===== config.mk =====
export PLATFORM = sky130hd
export DESIGN_NAME = wdtu_top
export DESIGN_NICKNAME = d
export VERILOG_FILES = /design/src/logic/wdtu_pkg.sv /design/src/logic/wdtu_top.sv
export VERILOG_INCLUDE_DIRS = /design/src /design/src/logic
export SDC_FILE = /design/constraint.sdc
export NUM_CORES = 1
export LEC_CHECK = 0
export BUFFER_PORTS_ARGS = -buffer_cell sky130_fd_sc_hd__buf_2
export CELL_PAD_IN_SITES_DETAIL_PLACEMENT = 2
export CELL_PAD_IN_SITES_GLOBAL_PLACEMENT = 2
export CORE_MARGIN = 2
export CORE_UTILIZATION = 35
export CTS_BUF_LIST = sky130_fd_sc_hd__clkbuf_4
export DETAILED_ROUTE_END_ITERATION = 10
export GPL_TIMING_DRIVEN = 0
export PLACE_DENSITY = 0.88
export SYNTH_ARGS = -nofsm -noshare
export SYNTH_HDL_FRONTEND = slang
export SYNTH_SLANG_ARGS = --single-unit
export TNS_END_PERCENT = 50

===== constraint.sdc =====
create_clock -name clk_in -period 3.16 [get_ports clk_in]
set_input_delay 0.316 -clock clk_in [delete_from_list [all_inputs] [get_ports clk_in]]
set_output_delay 0.316 -clock clk_in [all_outputs]
set_load 0.05 [all_outputs]

===== src/logic/wdtu_consts.svh =====
// offsets, field positions and reset values of the watchdog timer unit
`ifndef WDTU_CONSTS_SVH
`define WDTU_CONSTS_SVH

// ------------------------------------------------------------
// register byte offsets
// ------------------------------------------------------------
`define WDTU_OFS_CONTROL   12'h80C
`define WDTU_OFS_STATUS    12'h810
`define WDTU_OFS_MASK      12'h814
`define WDTU_OFS_CONFIG    12'h818
`define WDTU_OFS_COUNT     12'h81C

// ------------------------------------------------------------
// field positions
// ------------------------------------------------------------
`define WDTU_CTL_CS_BIT    7
`define WDTU_CTL_PS_MSB    5
`define WDTU_CTL_PS_LSB    1
`define WDTU_CTL_SEN_BIT   0
`define WDTU_ST_RESET_BIT  0
`define WDTU_ST_WAKE_BIT   1

// ------------------------------------------------------------
// reset values and limits
// ------------------------------------------------------------
`define WDTU_PS_RESET      5'h0B
`define WDTU_PS_MAX        5'h12
`define WDTU_MODE_RESET    2'h3
`define WDTU_MIN_RATIO_LOG 5
`define WDTU_CNT_WIDTH     23

`endif


===== src/logic/wdtu_pkg.sv =====
// types of the watchdog timer unit
package wdtu_pkg;

   // ---------------------------------------------------------
   // watchdog mode configuration
   // ---------------------------------------------------------
   typedef enum logic [1:0]
   {
      WDTU_MODE_OFF,
      WDTU_MODE_SOFT,
      WDTU_MODE_AWAKE,
      WDTU_MODE_ON
   } wdtu_mode_type;

   // ---------------------------------------------------------
   // clock source select
   // ---------------------------------------------------------
   typedef enum logic
   {
      WDTU_SRC_LOW,
      WDTU_SRC_MID
   } wdtu_src_type;

endpackage : wdtu_pkg


===== src/logic/wdtu_top.sv =====
// watchdog timer unit with apb register slave
//
// Function
// - timeout while active and awake requests reset
// - cs bit picks mid or low oscillator
// - mode 11 always active, sleep too
// - mode 10 active awake, off asleep
// - mode 01 follows software enable bit
// - mode 00 always disabled
// - ratio is 32 times two to code
// - codes 10011 to 11111 give 1:32
// - prescale code resets to 01011
// - count clears on reset, clear, sleep edges
// - any control write clears the count
// - count restarts and runs through sleep, except in mode 10
// - sleep timeout wakes, clears status flags
//
// Design decision made here: the APB register port.
`include "wdtu_consts.svh"

module wdtu_top
#(
   parameter int CNT_WIDTH = `WDTU_CNT_WIDTH
)
(
   input  wire logic        clk_in,
   input  wire logic        rst_in,
   input  wire logic        psel_in,
   input  wire logic        penable_in,
   input  wire logic        pwrite_in,
   input  wire logic [11:0] paddr_in,
   input  wire logic [31:0] pwdata_in,
   output logic      [31:0] prdata_out,
   output logic             pready_out,
   output logic             pslverr_out,
   input  wire logic        mid_freq_internal_osc_in,
   input  wire logic        low_freq_internal_osc_in,
   input  wire logic        clear_watchdog_instruction_in,
   input  wire logic        sleep_in,
   output logic             reset_request_out,
   output logic             wake_out,
   output logic             status_flags_clear_out,
   output logic             irq_out
);

   // ---------------------------------------------------------
   // elaboration checks
   // ---------------------------------------------------------
   // a narrower count cannot hold the longest ratio
   if (CNT_WIDTH < `WDTU_CNT_WIDTH)
   begin : g_narrow
      $error("wdtu_top: CNT_WIDTH too small for the longest ratio");
   end
   // the count reads back through a single 32-bit word
   if (CNT_WIDTH > 32)
   begin : g_wide
      $error("wdtu_top: CNT_WIDTH wider than the data bus");
   end

   // ---------------------------------------------------------
   // terminal count of the selected ratio
   // ---------------------------------------------------------
   function automatic logic [CNT_WIDTH-1:0] term_count
   (
      input logic [4:0] code
   );
      logic [4:0] eff;
      logic [4:0] shift;
      eff = (code > `WDTU_PS_MAX) ? 5'h00 : code;
      shift = eff + 5'(`WDTU_MIN_RATIO_LOG);
      term_count = (CNT_WIDTH'(1) << shift) - CNT_WIDTH'(1);
   endfunction : term_count

   // ---------------------------------------------------------
   // settled level of a three-stage synchroniser
   // ---------------------------------------------------------
   function automatic logic settle
   (
      input logic [2:0] stages,
      input logic       held
   );
      settle = (stages[1] == stages[2]) ? stages[2] : held;
   endfunction : settle

   // ---------------------------------------------------------
   // registers
   // ---------------------------------------------------------
   logic                  cs_q;
   logic [4:0]            ps_q;
   logic                  sen_q;
   logic [1:0]            mode_q;
   logic [1:0]            status_q;
   logic [1:0]            status_d;
   logic [1:0]            mask_q;
   logic [CNT_WIDTH-1:0]  count_q;
   logic [CNT_WIDTH-1:0]  count_d;
   logic                  sleep_q;
   logic [31:0]           prdata_q;
   logic                  reset_req_q;
   logic                  wake_q;
   logic                  flags_clr_q;

   // ---------------------------------------------------------
   // oscillator synchronisers, three stages each
   // ---------------------------------------------------------
   logic [2:0]            mid_sync_q;
   logic [2:0]            low_sync_q;
   logic                  mid_lvl_q;
   logic                  low_lvl_q;
   logic                  mid_lvl_d;
   logic                  low_lvl_d;
   wire logic             mid_rise;
   wire logic             low_rise;
   wire logic             tick;

   // a level counts only once stages two and three agree
   assign mid_lvl_d = settle(mid_sync_q, mid_lvl_q);
   assign low_lvl_d = settle(low_sync_q, low_lvl_q);
   assign mid_rise  = mid_lvl_d & ~mid_lvl_q;
   assign low_rise  = low_lvl_d & ~low_lvl_q;
   assign tick      = (cs_q == wdtu_pkg::WDTU_SRC_MID) ?
                      mid_rise : low_rise;

   always_ff @(posedge clk_in or posedge rst_in)
   begin
      if (rst_in)
      begin
         mid_sync_q <= 3'h0;
         low_sync_q <= 3'h0;
         mid_lvl_q  <= 1'b0;
         low_lvl_q  <= 1'b0;
      end
      else
      begin
         mid_sync_q <= {mid_sync_q[1:0], mid_freq_internal_osc_in};
         low_sync_q <= {low_sync_q[1:0], low_freq_internal_osc_in};
         mid_lvl_q  <= mid_lvl_d;
         low_lvl_q  <= low_lvl_d;
      end
   end

   // ---------------------------------------------------------
   // apb decode
   // ---------------------------------------------------------
   wire logic             setup;
   wire logic             access;
   wire logic             hit_ctl;
   wire logic             hit_st;
   wire logic             hit_mask;
   wire logic             hit_cfg;
   wire logic             hit_cnt;
   wire logic             hit_any;
   wire logic             wr_ctl;
   wire logic             wr_mask;
   wire logic             wr_cfg;
   wire logic             rd_st;
   logic [31:0]           rd_mux;

   assign setup    = psel_in & ~penable_in;
   assign access   = psel_in & penable_in;
   assign hit_ctl  = (paddr_in == `WDTU_OFS_CONTROL);
   assign hit_st   = (paddr_in == `WDTU_OFS_STATUS);
   assign hit_mask = (paddr_in == `WDTU_OFS_MASK);
   assign hit_cfg  = (paddr_in == `WDTU_OFS_CONFIG);
   assign hit_cnt  = (paddr_in == `WDTU_OFS_COUNT);
   assign hit_any  = hit_ctl | hit_st | hit_mask | hit_cfg | hit_cnt;
   assign wr_ctl   = access & pwrite_in & hit_ctl;
   assign wr_mask  = access & pwrite_in & hit_mask;
   assign wr_cfg   = access & pwrite_in & hit_cfg;
   assign rd_st    = access & ~pwrite_in & hit_st;

   always_comb
   begin
      rd_mux = 32'h0000_0000;
      if (hit_ctl)
      begin
         rd_mux = {24'h00_0000, cs_q, 1'b0, ps_q, sen_q};
      end
      else if (hit_st)
      begin
         rd_mux = {30'h0000_0000, status_q};
      end
      else if (hit_mask)
      begin
         rd_mux = {30'h0000_0000, mask_q};
      end
      else if (hit_cfg)
      begin
         rd_mux = {30'h0000_0000, mode_q};
      end
      else if (hit_cnt)
      begin
         rd_mux = 32'(count_q);
      end
   end

   // read data is captured in setup so it leaves a flip-flop
   assign prdata_out  = prdata_q;
   assign pready_out  = access;
   // an unmapped access still answers, with the error flag set
   assign pslverr_out = access & ~hit_any;

   // ---------------------------------------------------------
   // watchdog activity and count
   // ---------------------------------------------------------
   wdtu_pkg::wdtu_mode_type mode;
   logic                  active;
   wire logic             sleep_edge;
   wire logic             expire;
   wire logic             clear_cnt;
   wire logic             awake_expire;
   wire logic             sleep_expire;
   logic [CNT_WIDTH-1:0]  term;

   assign mode = wdtu_pkg::wdtu_mode_type'(mode_q);

   always_comb
   begin
      case (mode)
         wdtu_pkg::WDTU_MODE_ON:    active = 1'b1;
         wdtu_pkg::WDTU_MODE_AWAKE: active = ~sleep_in;
         wdtu_pkg::WDTU_MODE_SOFT:  active = sen_q;
         default:                   active = 1'b0;
      endcase
   end

   // sleep_q resets awake, so a reset taken asleep clears once more
   assign sleep_edge = sleep_in ^ sleep_q;
   // clear on instruction, on sleep entry and exit, on control write
   assign clear_cnt  = clear_watchdog_instruction_in | sleep_edge
                       | wr_ctl;
   // reserved codes are stored as written and only act as 1:32
   assign term       = term_count(ps_q);
   // a clear in the expiring cycle wins, so a late clear still rescues
   assign expire     = active & ~clear_cnt & tick
                       & (count_q == term);
   assign awake_expire = expire & ~sleep_in;
   assign sleep_expire = expire & sleep_in;

   always_comb
   begin
      count_d = count_q;
      if (~active | clear_cnt | expire)
      begin
         count_d = '0;
      end
      else if (tick)
      begin
         count_d = count_q + CNT_WIDTH'(1);
      end
   end

   // ---------------------------------------------------------
   // sticky status, set wins over read clear
   // ---------------------------------------------------------
   wire logic [1:0]       events;

   assign events[`WDTU_ST_RESET_BIT] = awake_expire;
   assign events[`WDTU_ST_WAKE_BIT]  = sleep_expire;
   assign status_d = (rd_st ? 2'h0 : status_q) | events;
   assign irq_out  = |(status_q & mask_q);

   // ---------------------------------------------------------
   // state and control registers
   // ---------------------------------------------------------
   always_ff @(posedge clk_in or posedge rst_in)
   begin
      if (rst_in)
      begin
         cs_q     <= 1'b0;
         ps_q     <= `WDTU_PS_RESET;
         sen_q    <= 1'b0;
         mode_q   <= `WDTU_MODE_RESET;
         mask_q   <= 2'h0;
         prdata_q <= 32'h0000_0000;
      end
      else
      begin
         if (wr_ctl)
         begin
            cs_q  <= pwdata_in[`WDTU_CTL_CS_BIT];
            ps_q  <= pwdata_in[`WDTU_CTL_PS_MSB:`WDTU_CTL_PS_LSB];
            sen_q <= pwdata_in[`WDTU_CTL_SEN_BIT];
         end
         if (wr_mask)
         begin
            mask_q <= pwdata_in[1:0];
         end
         if (wr_cfg)
         begin
            mode_q <= pwdata_in[1:0];
         end
         if (setup)
         begin
            prdata_q <= rd_mux;
         end
      end
   end

   // ---------------------------------------------------------
   // count, status and sleep history
   // ---------------------------------------------------------
   always_ff @(posedge clk_in or posedge rst_in)
   begin
      if (rst_in)
      begin
         status_q <= 2'h0;
         count_q  <= '0;
         sleep_q  <= 1'b0;
      end
      else
      begin
         status_q <= status_d;
         count_q  <= count_d;
         sleep_q  <= sleep_in;
      end
   end

   // ---------------------------------------------------------
   // timeout outputs, one-cycle pulses
   // ---------------------------------------------------------
   always_ff @(posedge clk_in or posedge rst_in)
   begin
      if (rst_in)
      begin
         reset_req_q <= 1'b0;
         wake_q      <= 1'b0;
         flags_clr_q <= 1'b0;
      end
      else
      begin
         // a timeout asleep wakes and clears status flags; it must never reset the core
         reset_req_q <= awake_expire;
         wake_q      <= sleep_expire;
         flags_clr_q <= sleep_expire;
      end
   end

   assign reset_request_out      = reset_req_q;
   assign wake_out               = wake_q;
   assign status_flags_clear_out = flags_clr_q;

endmodule : wdtu_top


---- Word level (Yosys, flattened, before mapping) ----
Cells that the tools add are included.
storage, ports and cells
  output and inout port bits .............. 38
  bits of input ports ..................... 53
  flip-flop bits (word level) ............. 79
  word-level logic and storage cells ...... 81
cells by class
  order comparisons ....................... 1
  mux-type cells .......................... 13
  reduce and logical (&&, ||, !) cells .... 2
  shift operators ......................... 1
  eq/ne operators ......................... 11
  add/subtract/negate cells ............... 3
  bitwise operators ....................... 35
operator list
  kind                                                  number
  two-way mux 23 bit                                    7
  == test 12 bit, second input constant                 5
  adder 23 x 1 -> 23 bit, second input constant         1
  == test 23 bit                                        1
  << shifter 1 x 5 -> 23 bit, first input constant      1
  subtractor 23 x 2 -> 23 bit, second input constant    1
  AND 1 bit                                             16
  NOT 1 bit                                             8
  bitwise OR 1 bit                                      8
  adder 5 x 3 -> 5 bit, second input constant           1
  greater-than comparator 5 bit, second input constant  1
  two-way mux 5 bit                                     1
  == test 2 bit, second input constant                  2
  two-way mux 1 bit                                     3
  case mux 1 bit (3 select lines)                       1
  AND 2 bit                                             1
  == test 1 bit                                         2
  == test 2 x 1 -> 1 bit, second input constant         1
  two-way mux 2 bit                                     1
  bitwise OR 2 bit                                      1
  nonzero test 2 bit                                    1
  OR reduction 2 bit                                    1
  bitwise XOR 1 bit                                     1

---- Depth between registers and ports, before layout ----
Gate-level depths: netlist of the first run.
  word-level depth ........................ 10
  gate-level depth with buffers ........... 10
  gate-level depth less buffers ........... 7

---- Least setup slack after synthesis of the first run ----
Ideal clock, no wire load.
  kind .................................... register to register
  from .................................... reg ps_q[1]
  to ...................................... reg count_q[1]
  slack ................................... 0.821 ns
  library setup time ...................... 0.121 ns
  cell stages (with the launch flop) ...... 10
  clock period less this slack ............ 2.339 ns
  path buffers ............................ 3
  data required time ...................... 3.039 ns
  arrival time ............................ 2.217 ns
  cell sequence ........................... dfstp_2 a21bo_1 buf_6 nor3_1 or4_1 a2111oi_0 and4_1 buf_4 buf_4 a21oi_1
on the way
  longest elaborated chain between the ends .. 9
  elaborated cells between the ends (all ways) .. 10
  classes of those cells .................. add/sub (2); order compare (1); eq/ne (1); shift (1); mux (2); bitwise (2); reduce/logical (1)
ends and longest elaborated chain
  element                                                   line             text
  from (decl)                                               wdtu_top.sv:89   logic [4:0] ps_q;
  from (signal assigned)                                    wdtu_top.sv:271  ps_q <= `WDTU_PS_RESET;
  from (signal assigned)                                    wdtu_top.sv:282  ps_q <= pwdata_in[`WDTU_CTL_PS_MSB:`WDTU_CTL_PS_LSB];
  greater-than comparator 5 bit (no line)                   --
  two-way mux 5 bit (*)                                     wdtu_top.sv:69   eff = (code > `WDTU_PS_MAX) ? 5'h00 : code;
  adder 5 x 3 -> 5 bit (*)                                  wdtu_top.sv:70   shift = eff + 5'(`WDTU_MIN_RATIO_LOG);
  << shifter 1 x 5 -> 23 bit (*)                            wdtu_top.sv:71   term_count = (CNT_WIDTH'(1) << shift) - CNT_WIDTH'(1);
  subtractor 23 x 2 -> 23 bit (*)                           wdtu_top.sv:71
  == test 23 bit (*)                                        wdtu_top.sv:236  & (count_q == term);
  AND 1 bit (*)                                             wdtu_top.sv:236
  bitwise OR 1 bit (*)                                      wdtu_top.sv:243  if (~active | clear_cnt | expire)
  two-way mux 23 bit or nonzero test 2 bit (tied branches)  --
  to (signal assigned)                                      wdtu_top.sv:314  count_q <= count_d;
  to (decl)                                                 wdtu_top.sv:95   logic [CNT_WIDTH-1:0] count_q;
Mark *: on every way between the ends. The rest lies on a longest branch, timed or not.
A chain may end at the register's enable or synchronous reset.

---- Final worst setup path of the first run ----
  from .................................... reg ps_q[0]
  to ...................................... reg count_q[14]
Same word-level chain as after synthesis.

==> summary.md, run 1 <==
| Metric | Value |
|---|---|
| Status | finished clean |
| IO Pins | 91 |
| Layout cells sized above 1 | 25.1% |
| Fmax | between 0.3 and 0.4 GHz |
| CP Max Fanout | 10 |
| Yosys warning count | 0 |
| Post-synth EDFFs | 0 |
| Filler cells | roughly 1.4k |
| Final Max Tran Viols | 0 |
| Post-DP HPWL | between 10,000 and 15,000 um |
| Mapped Cells | ~450 |
| Die ar. | between 10,000 and 15,000 um^2 |
| Max-cap violations | 0 |
| Synth Cell Area | approximately 4300 um^2 |
| Nets@finish | 583 |
| Vias in the first global route | 4,317 |
| Yosys cell types | 69 |
| Final Skew | between 0.007 and 0.008 ns |
| Vias/cell | approximately 5.7 |
| Initial Util | around 36% |
| # setup viols final | 0 |
| Area delta synth->final | 15.8% |
| Post-CTS Resized | 0 |
| Hold Violations, Final | 0 |
| Initial antenna violation count | 0 |
| Gr busiest metal | met2 |
| Ys flop type | dfrtp_1 |
| PD cells | between 300 and 400 nW/um^2 |
| Worst Setup Path Type | flop to flop |
| DIE HEIGHT | ~110 um |
| Startpoint Class | flop |
| Most common cell after layout, fill and taps aside | dfrtp_1 |
| Clk slew on worst S/H paths | around 0.12 ns |
| Post-route ant nets | 0 |
| First-pass GRT wire length | 24,100 um |
| Crit path launch | ps_q[0] |
| Drt drc | 0 |
| Die X | between 100 and 150 um |
| HP Class | input port to async pin |
| Commonest non-fill, non-tap cells in the layout | 65 x dfrtp_1, 60 x nand2_1, 58 x buf_2 |
| Worst vdd ir | around 0.12 mV |
| Min cycle time layout | 2.98 ns |
| R2R cell count | 9 |
| Worst reg-to-reg setup slack | between 0.15 and 0.2 ns |
| Port Buf Inserts | between 50 and 60 |
| Final core occ | approximately 41% |
| Period utilization | a little over nine tenths |
| Slew at the pin with the worst max-slew slack | about 1.1 ns |
| DR iter-0 viols | 161 |
| Vias | approximately 3.9k |
| Worst Setup EP | count_q[14] |
| Clock Tree Root | clkbuf_4 |
| Critical Path Sink Type | flop |
| Unrepaired setup endpoints after global routing | no |
| Pleak | about 2.3 nW |
| CTS tree | done |
| Reg2reg end | count_q[14] |
| Core area | approximately 12,000 um^2 |
| Worst EP required | approximately 3.5 ns |
| Reg-to-reg startpoint | ps_q[0] |
| Arrival time worst endpoint | 3.32 ns |
| Drt wl/cell | between 20 and 25 um |
| Register area share after synthesis | between 40% and 50% |
| Placer Congestion | 0.881 |
| Total Routed Length | roughly 15,000 um |
| Htree depth | 3 |
| Rel. slew slack | between 20% and 30% |
| Pin count of the biggest net entering global routing | 71 |
| Met2 Use GR | around two fifths |
| Register bit count reported by yosys | 70 |
| Post-synth ARST share | 100% |
| GRT met3 Usage | about 3.1% |
| GR Util All Layers | a little under a quarter |
| First drt pass iteration count | 4 |
| Std-Cell Rows | 40 |
| Total gr overflow | 0 |
| CTS Buffer Depth | 2 |
| GR Util met1 | between 30% and 40% |
| Worst-Skew Late Latency | ~0.45 ns |
| Num CTS Buffers | 9 |
| Postcts setup bufs | 0 |
| Total clock sinks | 70 |
| Sum Neg Setup Slack | 0 ns |
| Syn avg cell area | around 9.5 um^2 |
## how the worst min path moves through the flow
stage | start | endpoint | cells after the start
finish | rst_in | low_sync_q[1] | 2
global route | sleep_in | sleep_q | 1
CTS | sleep_in | sleep_q | 1
detailed placement | low_sync_q[0] | low_sync_q[1] | 0
global placement | mid_sync_q[0] | mid_sync_q[1] | 0
floorplan | low_sync_q[0] | low_sync_q[1] | 0
## critical path, stage by stage, from the launching register on
cell and delay (ns):
dfstp_2 0.58, buf_6 0.15, clkbuf_1 0.49, nand2_1 0.17, o221ai_1 0.25, xnor2_1 0.15
nand2_1 0.17, a2111oi_4 0.59, buf_6 0.22, a21oi_1 0.09
## through the flow
stage	hold slack (ns)	worst slack [ns]	total power, mW	area [um^2]	std cells
finish	0.0332	0.178	1.71	4980	681
global route	0.0362	0.0432	1.77	4980	680
CTS	0.0248	0.152	1.73	4980	681
detailed placement	0.342	0.171	1.05	4800	663
global placement	0.332	0.252	1.04	4800	663
floorplan	0.331	0.821	1.00	4330	460
## where the power goes
part | internal, mW | switching [mW] | leakage [nW]
logic | 0.0390 | 0.0867 | 1.32
clock network | 0.328 | 0.347 | 0.0864
registers | 0.903 | 0.00401 | 0.939
total | 1.27 | 0.438 | 2.34
## cell type report
type	instances	area (um^2)	area share (%)
Clock inverter	6	86.3	1.73
Inverter	11	43.8	0.880
Tap cell	147	184	3.69
Antenna cell	1	2.50	0.0503
Timing Repair Buffer	58	300	6.03
Clock buffer	10	75.1	1.51
Sequential cell	70	1760	35.3
Multi-Input combinational cell	336	2250	45.1
Buffer	42	283	5.68
## Yosys cell counts (5+ instances only)
cell type  number  area (um^2)
nor3_1         25          125
xor2_1         20          175
a21oi_1        25          125
dfstp_2         5          131
o21ai_0         6         30.0
nor4_1         11         68.8
clkbuf_1       15         56.3
o22ai_1         6         37.5
a21o_1          7         52.6
nor3b_1         5         37.5
xnor2_1        15          131
nand2_1        60          225
a22o_1         17          149
mux2_2         12          135
nand4_1         5         31.3
nand3_1         7         35.0
inv_1          11         41.3
buf_4          15          113
o211ai_1        5         37.5
nor2_1         15         56.3
dfrtp_1        65         1630
buf_6           8         90.1
## sequential cells by signal (all words and copies together) (netlist names), 2 cells and up
| register | cells |
|---|---|
| count_q | 23 |
| prdata_out | 23 |
| mask_q | 2 |
| status_q | 2 |
| low_sync_q | 3 |
| mid_sync_q | 3 |
| ps_q | 5 |
| mode | 2 |
## cells by family after synthesis
| group | synth area share, % |
|---|---|
| other cells | 0.175 |
| flops | 40.9 |
| simple gates | 22.8 |
| compound gates | 15.9 |
| mux | 4.42 |
| buf+inv | 7.63 |
| xor+xnor | 7.13 |
| fa+ha+maj | 1.05 |
## per-layer routing
metal / vias to the layer above / share of wire (%)
li1: 1753 / -
met1: 2009 / 43
met2: 85 / 51
met3: 20 / 3.9
met4: 0 / 1.9
met5: - / 0
## timing repair
| item | 4_1_cts | 5_1_grt |
|---|---|---|
| endpoints found under the hold margin | 2 | 0 |
| setup endpoints to repair | 0 | 6 |
| hold buffers | 2 | 0 |
Power figures use the tool's default switching activity.
==> run 2: changes to the inputs <==
- BUFFER_PORTS_ARGS: -buffer_cell sky130_fd_sc_hd__buf_2 -> not set
- CORE_UTILIZATION: 35 -> 40
- DONT_BUFFER_PORTS: not set -> 1
- PLACE_DENSITY: 0.88 -> 0.86
==> summary.md, run 2 (synthesis results as in run 1) <==
| Metric | Value |
|---|---|
| Slew at the pin with the worst max-slew slack | 1.03 ns (was 1.09 ns) |
| Final Max Tran Viols | 0 (unchanged) |
| Most common cell after layout, fill and taps aside | dfrtp_1 (unchanged) |
| First-pass GRT wire length | 22,700 um (was 24,100 um) |
| Rel. slew slack | 31.4% (was 27.0%) |
| First drt pass iteration count | 5 (was 4) |
| Total gr overflow | 0 (unchanged) |
| Total clock sinks | 70 (unchanged) |
| Final Skew | 0.00903 ns (was 0.00763 ns) |
| Area delta synth->final | 10.8% (was 15.8%) |
| Post-DP HPWL | 10,200 um (was 10,700 um) |
| Initial Util | 41.4% (was 35.8%) |
| Crit path launch | ps_q[1] (was ps_q[0]) |
| Sw Share | 23.6% (was 25.6%) |
| Post-route ant nets | 0 (unchanged) |
| Die ar. | 11,600 um^2 (was 13,200 um^2) |
| DR iter-0 viols | 167 (was 161) |
| GR Util All Layers | 26.0% (was 23.8%) |
| Internal | 1.42 mW (was 1.27 mW) |
| Total Routed Length | 14,400 um (was 14,700 um) |
| Pin count of the biggest net entering global routing | 71 (unchanged) |
| Std-Cell Rows | 37 (was 40) |
| DIE HEIGHT | 108 um (was 115 um) |
| Min cycle time layout | 3.01 ns (was 2.98 ns) |
| Postcts setup bufs | 0 (unchanged) |
| Post-Layout Cell Count | 616 (was 681) |
| CP Max Fanout | 10 (unchanged) |
| Reg-to-reg startpoint | ps_q[1] (was ps_q[0]) |
| IO Pins | 91 (unchanged) |
| Clk slew on worst S/H paths | 0.13 ns (was 0.12 ns) |
| Pleak | 2.11 nW (was 2.34 nW) |
| Vias/cell | 6.05 (was 5.68) |
| Vias in the first global route | 3,996 (was 4,317) |
| Num CTS Buffers | 9 (unchanged) |
| Worst EP required | 3.49 ns (about the same) |
| Vias | 3,728 (was 3,867) |
| Drt drc | 0 (unchanged) |
| Placer Congestion | 0.876 (was 0.881) |
| Unrepaired setup endpoints after global routing | no (unchanged) |
| Critical Path Sink Type | flop (unchanged) |
| Initial antenna violation count | 0 (unchanged) |
| Layout cells sized above 1 | 16.5% (was 25.1%) |
| Period utilization | 95.3% (was 94.4%) |
| Clock Tree Root | clkbuf_4 (unchanged) |
| Worst reg-to-reg setup slack | 0.15 ns (was 0.18 ns) |
| Worst vdd ir | 0.242 mV (was 0.117 mV) |
| Seq pwr share | 49.0% (was 53.1%) |
| Clock Power Share | 45.4% (was 39.5%) |
| CTS Buffer Depth | 2 (unchanged) |
| Post-CTS Resized | 0 (unchanged) |
| Commonest non-fill, non-tap cells in the layout | 65 x dfrtp_1, 60 x nand2_1, 25 x nor3_1, 25 x a21oi_1, 20 x xor2_1 (was 65 x dfrtp_1, 60 x nand2_1, 58 x buf_2) |
| R2R cell count | 9 (unchanged) |
| Htree depth | 3 (unchanged) |
| CTS tree | done (unchanged) |
| Reg2reg end | count_q[16] (was count_q[14]) |
| Combinational share of power | 5.6% (was 7.4%) |
| Nets@finish | 530 (was 583) |
| Arrival time worst endpoint | 3.34 ns (was 3.32 ns) |
| Hold Violations, Final | 0 (unchanged) |
| ANT cells | 0 (was 1) |
| Core area | 10,400 um^2 (was 12,000 um^2) |
| Sum Neg Setup Slack | 0 ns (unchanged) |
| Max-cap violations | 0 (unchanged) |
| Setup slack after layout | 0.148 ns (was 0.178 ns) |
| Worst Setup EP | count_q[16] (was count_q[14]) |
| Placed insts | 596 (was 663) |
| DP Worst Slack | 0.263 ns (was 0.171 ns) |
| HP Class | input port to flop (was input port to async pin) |
| Port Buf Inserts | 0 (was 56) |
| Status | finished clean (unchanged) |
| Switching Power | 0.437 mW (was 0.438 mW) |
| Drt wl/cell | 23.4 um (was 21.6 um) |
| Worst-Skew Late Latency | 0.43 ns (was 0.45 ns) |
| Startpoint Class | flop (unchanged) |
| # setup viols final | 0 (unchanged) |
| Die X | 108 um (was 115 um) |
| Fmax | 0.332 GHz (was 0.335 GHz) |
| Worst Setup Path Type | flop to flop (unchanged) |
| PD cells | 389 nW/um^2 (was 343 nW/um^2) |
==> run 2: cell count changes in the layout (fill, tap and decap cells not counted) <==
cell and delta:
buf_2 -56, bufinv_16 +2, clkinv_2 -2, dlygate4sd3_1 +2, clkbuf_1 +1, clkbuf_4 -1
diode_2 -1, inv_6 +1, nor3b_1 -1, nor3b_2 +1
==> run 2: worst min-delay path by stage <==
stage,end,slack [ns],depth (start not counted),startpoint
2_1_floorplan,low_sync_q[1],0.33,0,low_sync_q[0]
3_3_place_gp,mid_sync_q[1],0.33,0,mid_sync_q[0]
3_5_place_dp,mid_sync_q[1],0.34,0,mid_sync_q[0]
4_1_cts,cs_q,0.003,1,pwdata_in[7]
5_1_grt,ps_q[1],0.002,1,pwdata_in[2]
6_report,ps_q[1],0.03,1,pwdata_in[2]
==> run 2: per-stage QoR <==
step / power (mW) / hold slack [ns] / util, % / instance area, um^2
CTS: 1.87 / 0.00309 / 45.9 / 4760
global placement: 1.02 / 0.333 / 43.4 / 4500
detailed placement: 1.02 / 0.337 / 43.5 / 4510
floorplan: 1.00 / 0.331 / - / 4330
global route: 1.92 / 0.00164 / 45.9 / 4760
finish: 1.85 / 0.0287 / 45.9 / 4760
==> run 2: layout make-up <==
cell class              count  area (um^2)
clock buffers               9         67.6
repair buffers              4         40.0
inverters                  11         43.8
flip-flops and latches     70         1760
well taps                 136          170
multi-input cells         336         2250
clock inverters             7          145
plain buffers              43          287
fillers                  1117         5610
==> run 2: power groups by stage <==
stage | clock (mW) | sequential (mW) | combinational (mW)
finish | 0.842 | 0.907 | 0.104
detailed placement | 0 | 0.924 | 0.0969
global route | 0.896 | 0.909 | 0.112
floorplan | 0 | 0.923 | 0.0812
CTS | 0.862 | 0.907 | 0.101
global placement | 0 | 0.924 | 0.0935
==> run 2: worst max-delay path, stage by stage (launching register included) <==
cell	delay, ns
dfstp_2	0.59
buf_6	0.15
clkbuf_1	0.47
nand2_1	0.19
o221ai_1	0.24
xnor2_1	0.16
nand2_1	0.19
a2111oi_4	0.61
buf_6	0.23
a21oi_1	0.08
==> run 2: repair_timing <==
item / 4_1_cts / 5_1_grt
endpoints found under the hold margin: 68 / 0
endpoints found under the setup margin: 0 / 0
hold buffers: 4 / 0
==> run 2: metal layers <==
layer  vias to the layer above  GRT usage [%]  wire, um
li1                       1656              -         -
met2                       123           44.2      7120
met4                         0           9.52       327
met1                      1925           33.2      6320
met5                         -              0         0
met3                        24           4.48       618
==> run 3: changes to the inputs <==
- RECOVER_POWER: not set -> 100
==> summary.md, run 3 (synthesis results as in run 1) <==
| Metric | Value |
|---|---|
| Worst vdd ir | 0.239 mV (was 0.242 mV) |
| CTS Buffer Depth | 2 (unchanged) |
| Commonest non-fill, non-tap cells in the layout | 65 x dfrtp_1, 60 x nand2_1, 26 x a21oi_1 (was 65 x dfrtp_1, 60 x nand2_1, 25 x nor3_1, 25 x a21oi_1, 20 x xor2_1) |
| HP Class | input port to flop (unchanged) |
| CP Max Fanout | 10 (unchanged) |
| DR iter-0 viols | 179 (was 167) |
| Vias/cell | 6.05 (about the same) |
| # setup viols final | 0 (unchanged) |
| Rel. slew slack | -2.15% (was 31.4%) |
| Clk slew on worst S/H paths | 0.12 ns (was 0.13 ns) |
| Arrival time worst endpoint | 3.32 ns (was 3.34 ns) |
| Vias in the first global route | 3,996 (unchanged) |
| First-pass GRT wire length | 22,700 um (unchanged) |
| Total gr overflow | 0 (unchanged) |
| Total Routed Length | 14,300 um (was 14,400 um) |
| Num CTS Buffers | 9 (unchanged) |
| Post-Layout Cell Count | 616 (unchanged) |
| Setup slack after layout | 0.168 ns (was 0.148 ns) |
| Worst-Skew Late Latency | 0.43 ns (about the same) |
| CTS tree | done (unchanged) |
| Hold_ws | 0.0301 ns (was 0.0287 ns) |
| GR Util All Layers | 26.0% (unchanged) |
| Vias | 3,725 (was 3,728) |
| Layout cells sized above 1 | 15.2% (was 16.5%) |
| Sum Neg Setup Slack | 0 ns (unchanged) |
| Total clock sinks | 70 (unchanged) |
| Final Skew | 0.00734 ns (was 0.00903 ns) |
| Post-CTS Resized | 0 (unchanged) |
| Most common cell after layout, fill and taps aside | dfrtp_1 (unchanged) |
| Htree depth | 3 (unchanged) |
| ANT cells | 0 (unchanged) |
| Drt wl/cell | 23.2 um (was 23.4 um) |
| DIE HEIGHT | 108 um (unchanged) |
| Reg-to-reg startpoint | ps_q[0] (was ps_q[1]) |
| Startpoint Class | flop (unchanged) |
| Die ar. | 11,600 um^2 (unchanged) |
| Nets@finish | 530 (unchanged) |
| Clock Tree Root | clkbuf_4 (unchanged) |
| PD cells | 390 nW/um^2 (was 389 nW/um^2) |
| Pleak | 2.10 nW (was 2.11 nW) |
| Post-route ant nets | 0 (unchanged) |
| Critical Path Sink Type | flop (unchanged) |
| Filler cells | 1,120 (was 1,117) |
| Final core occ | 45.8% (was 45.9%) |
| Crit path launch | ps_q[0] (was ps_q[1]) |
| Period utilization | 94.7% (was 95.3%) |
| Drt drc | 0 (unchanged) |
| First drt pass iteration count | 4 (was 5) |
| Worst EP required | 3.49 ns (about the same) |
| Hold Violations, Final | 0 (unchanged) |
| IO Pins | 91 (unchanged) |
| Max-cap violations | 2 (was 0) |
| Final Max Tran Viols | 1 (was 0) |
| Placer Congestion | 0.876 (unchanged) |
| Std-Cell Rows | 37 (unchanged) |
| Die X | 108 um (unchanged) |
| Failing checks | max-capacitance violations, max-slew violations |
| Worst Setup Path Type | flop to flop (unchanged) |
| Placed insts | 596 (unchanged) |
| Post-DP HPWL | 10,200 um (unchanged) |
| Fmax | 0.334 GHz (was 0.332 GHz) |
| Status | finished with violations (was finished clean) |
| Core area | 10,400 um^2 (unchanged) |
| Slew at the pin with the worst max-slew slack | 1.53 ns (was 1.03 ns) |
| Unrepaired setup endpoints after global routing | no (unchanged) |
| DP Worst Slack | 0.263 ns (unchanged) |
| Port Buf Inserts | 0 (unchanged) |
| Min cycle time layout | 2.99 ns (was 3.01 ns) |
| Initial Util | 41.4% (unchanged) |
| Initial antenna violation count | 0 (unchanged) |
| Area delta synth->final | 10.5% (was 10.8%) |
| Hold Path Origin | pwdata_in[2] (unchanged) |
| Pin count of the biggest net entering global routing | 71 (unchanged) |
==> run 3: worst paths after layout <==
path	slack (ns)	endpoint	cells past startpoint
max in group asynchronous	1.49	count_q[1]	2
setup reg to reg	0.17	count_q[18]	9
setup / recovery	0.17	count_q[18]	9
hold / removal	0.03	ps_q[1]	1
hold reg to reg	0.36	mid_sync_q[1]	0
min in group asynchronous	0.76	prdata_out[7]	2
==> run 3: critical path, cell delays in order, from the launching register on <==
cell       delay [ns]
dfstp_1          0.59
buf_6            0.17
clkbuf_1         0.46
nand2_1          0.18
o221ai_1         0.24
xnor2_1          0.17
nand2_1          0.19
a2111oi_4        0.59
buf_6            0.22
a21oi_1          0.08
==> run 3: area by class of cell <==
type | count | area [um^2] | share of cell area (%)
multi-input combinational | 336 | 2240 | 47.2
sequential | 70 | 1760 | 37.0
buffer | 43 | 283 | 5.96
tap | 136 | 170 | 3.58
clock inverter | 7 | 145 | 3.06
clock buffer | 9 | 67.6 | 1.42
inverter | 11 | 41.3 | 0.870
timing repair buffer | 4 | 40.0 | 0.843
==> run 3: per-stage QoR <==
stage / area, um^2 / total power [mW]
floorplan: 4330 / 1.00
global placement: 4500 / 1.02
detailed placement: 4510 / 1.02
CTS: 4760 / 1.87
global route: 4750 / 1.92
finish: 4750 / 1.85
==> run 3: metal layers <==
layer	track usage [%]	wire length, um
met1	33.2	6170
met2	44.2	7140
met3	4.48	676
met4	9.52	321
met5	0	0
==> run 3: timing repair <==
item / in CTS / in global routing
hold endpoints to repair: 68 / 0
hold buffers: 4 / 0
endpoints found under the setup margin: 0 / 0
buffers inserted: 0 / 0
==> run 3: where the power goes <==
part / internal, mW / switching (mW) / leakage [nW]
Combinational: 0.0281 / 0.0746 / 1.06
Clock: 0.484 / 0.357 / 0.107
Sequential: 0.903 / 0.00388 / 0.940
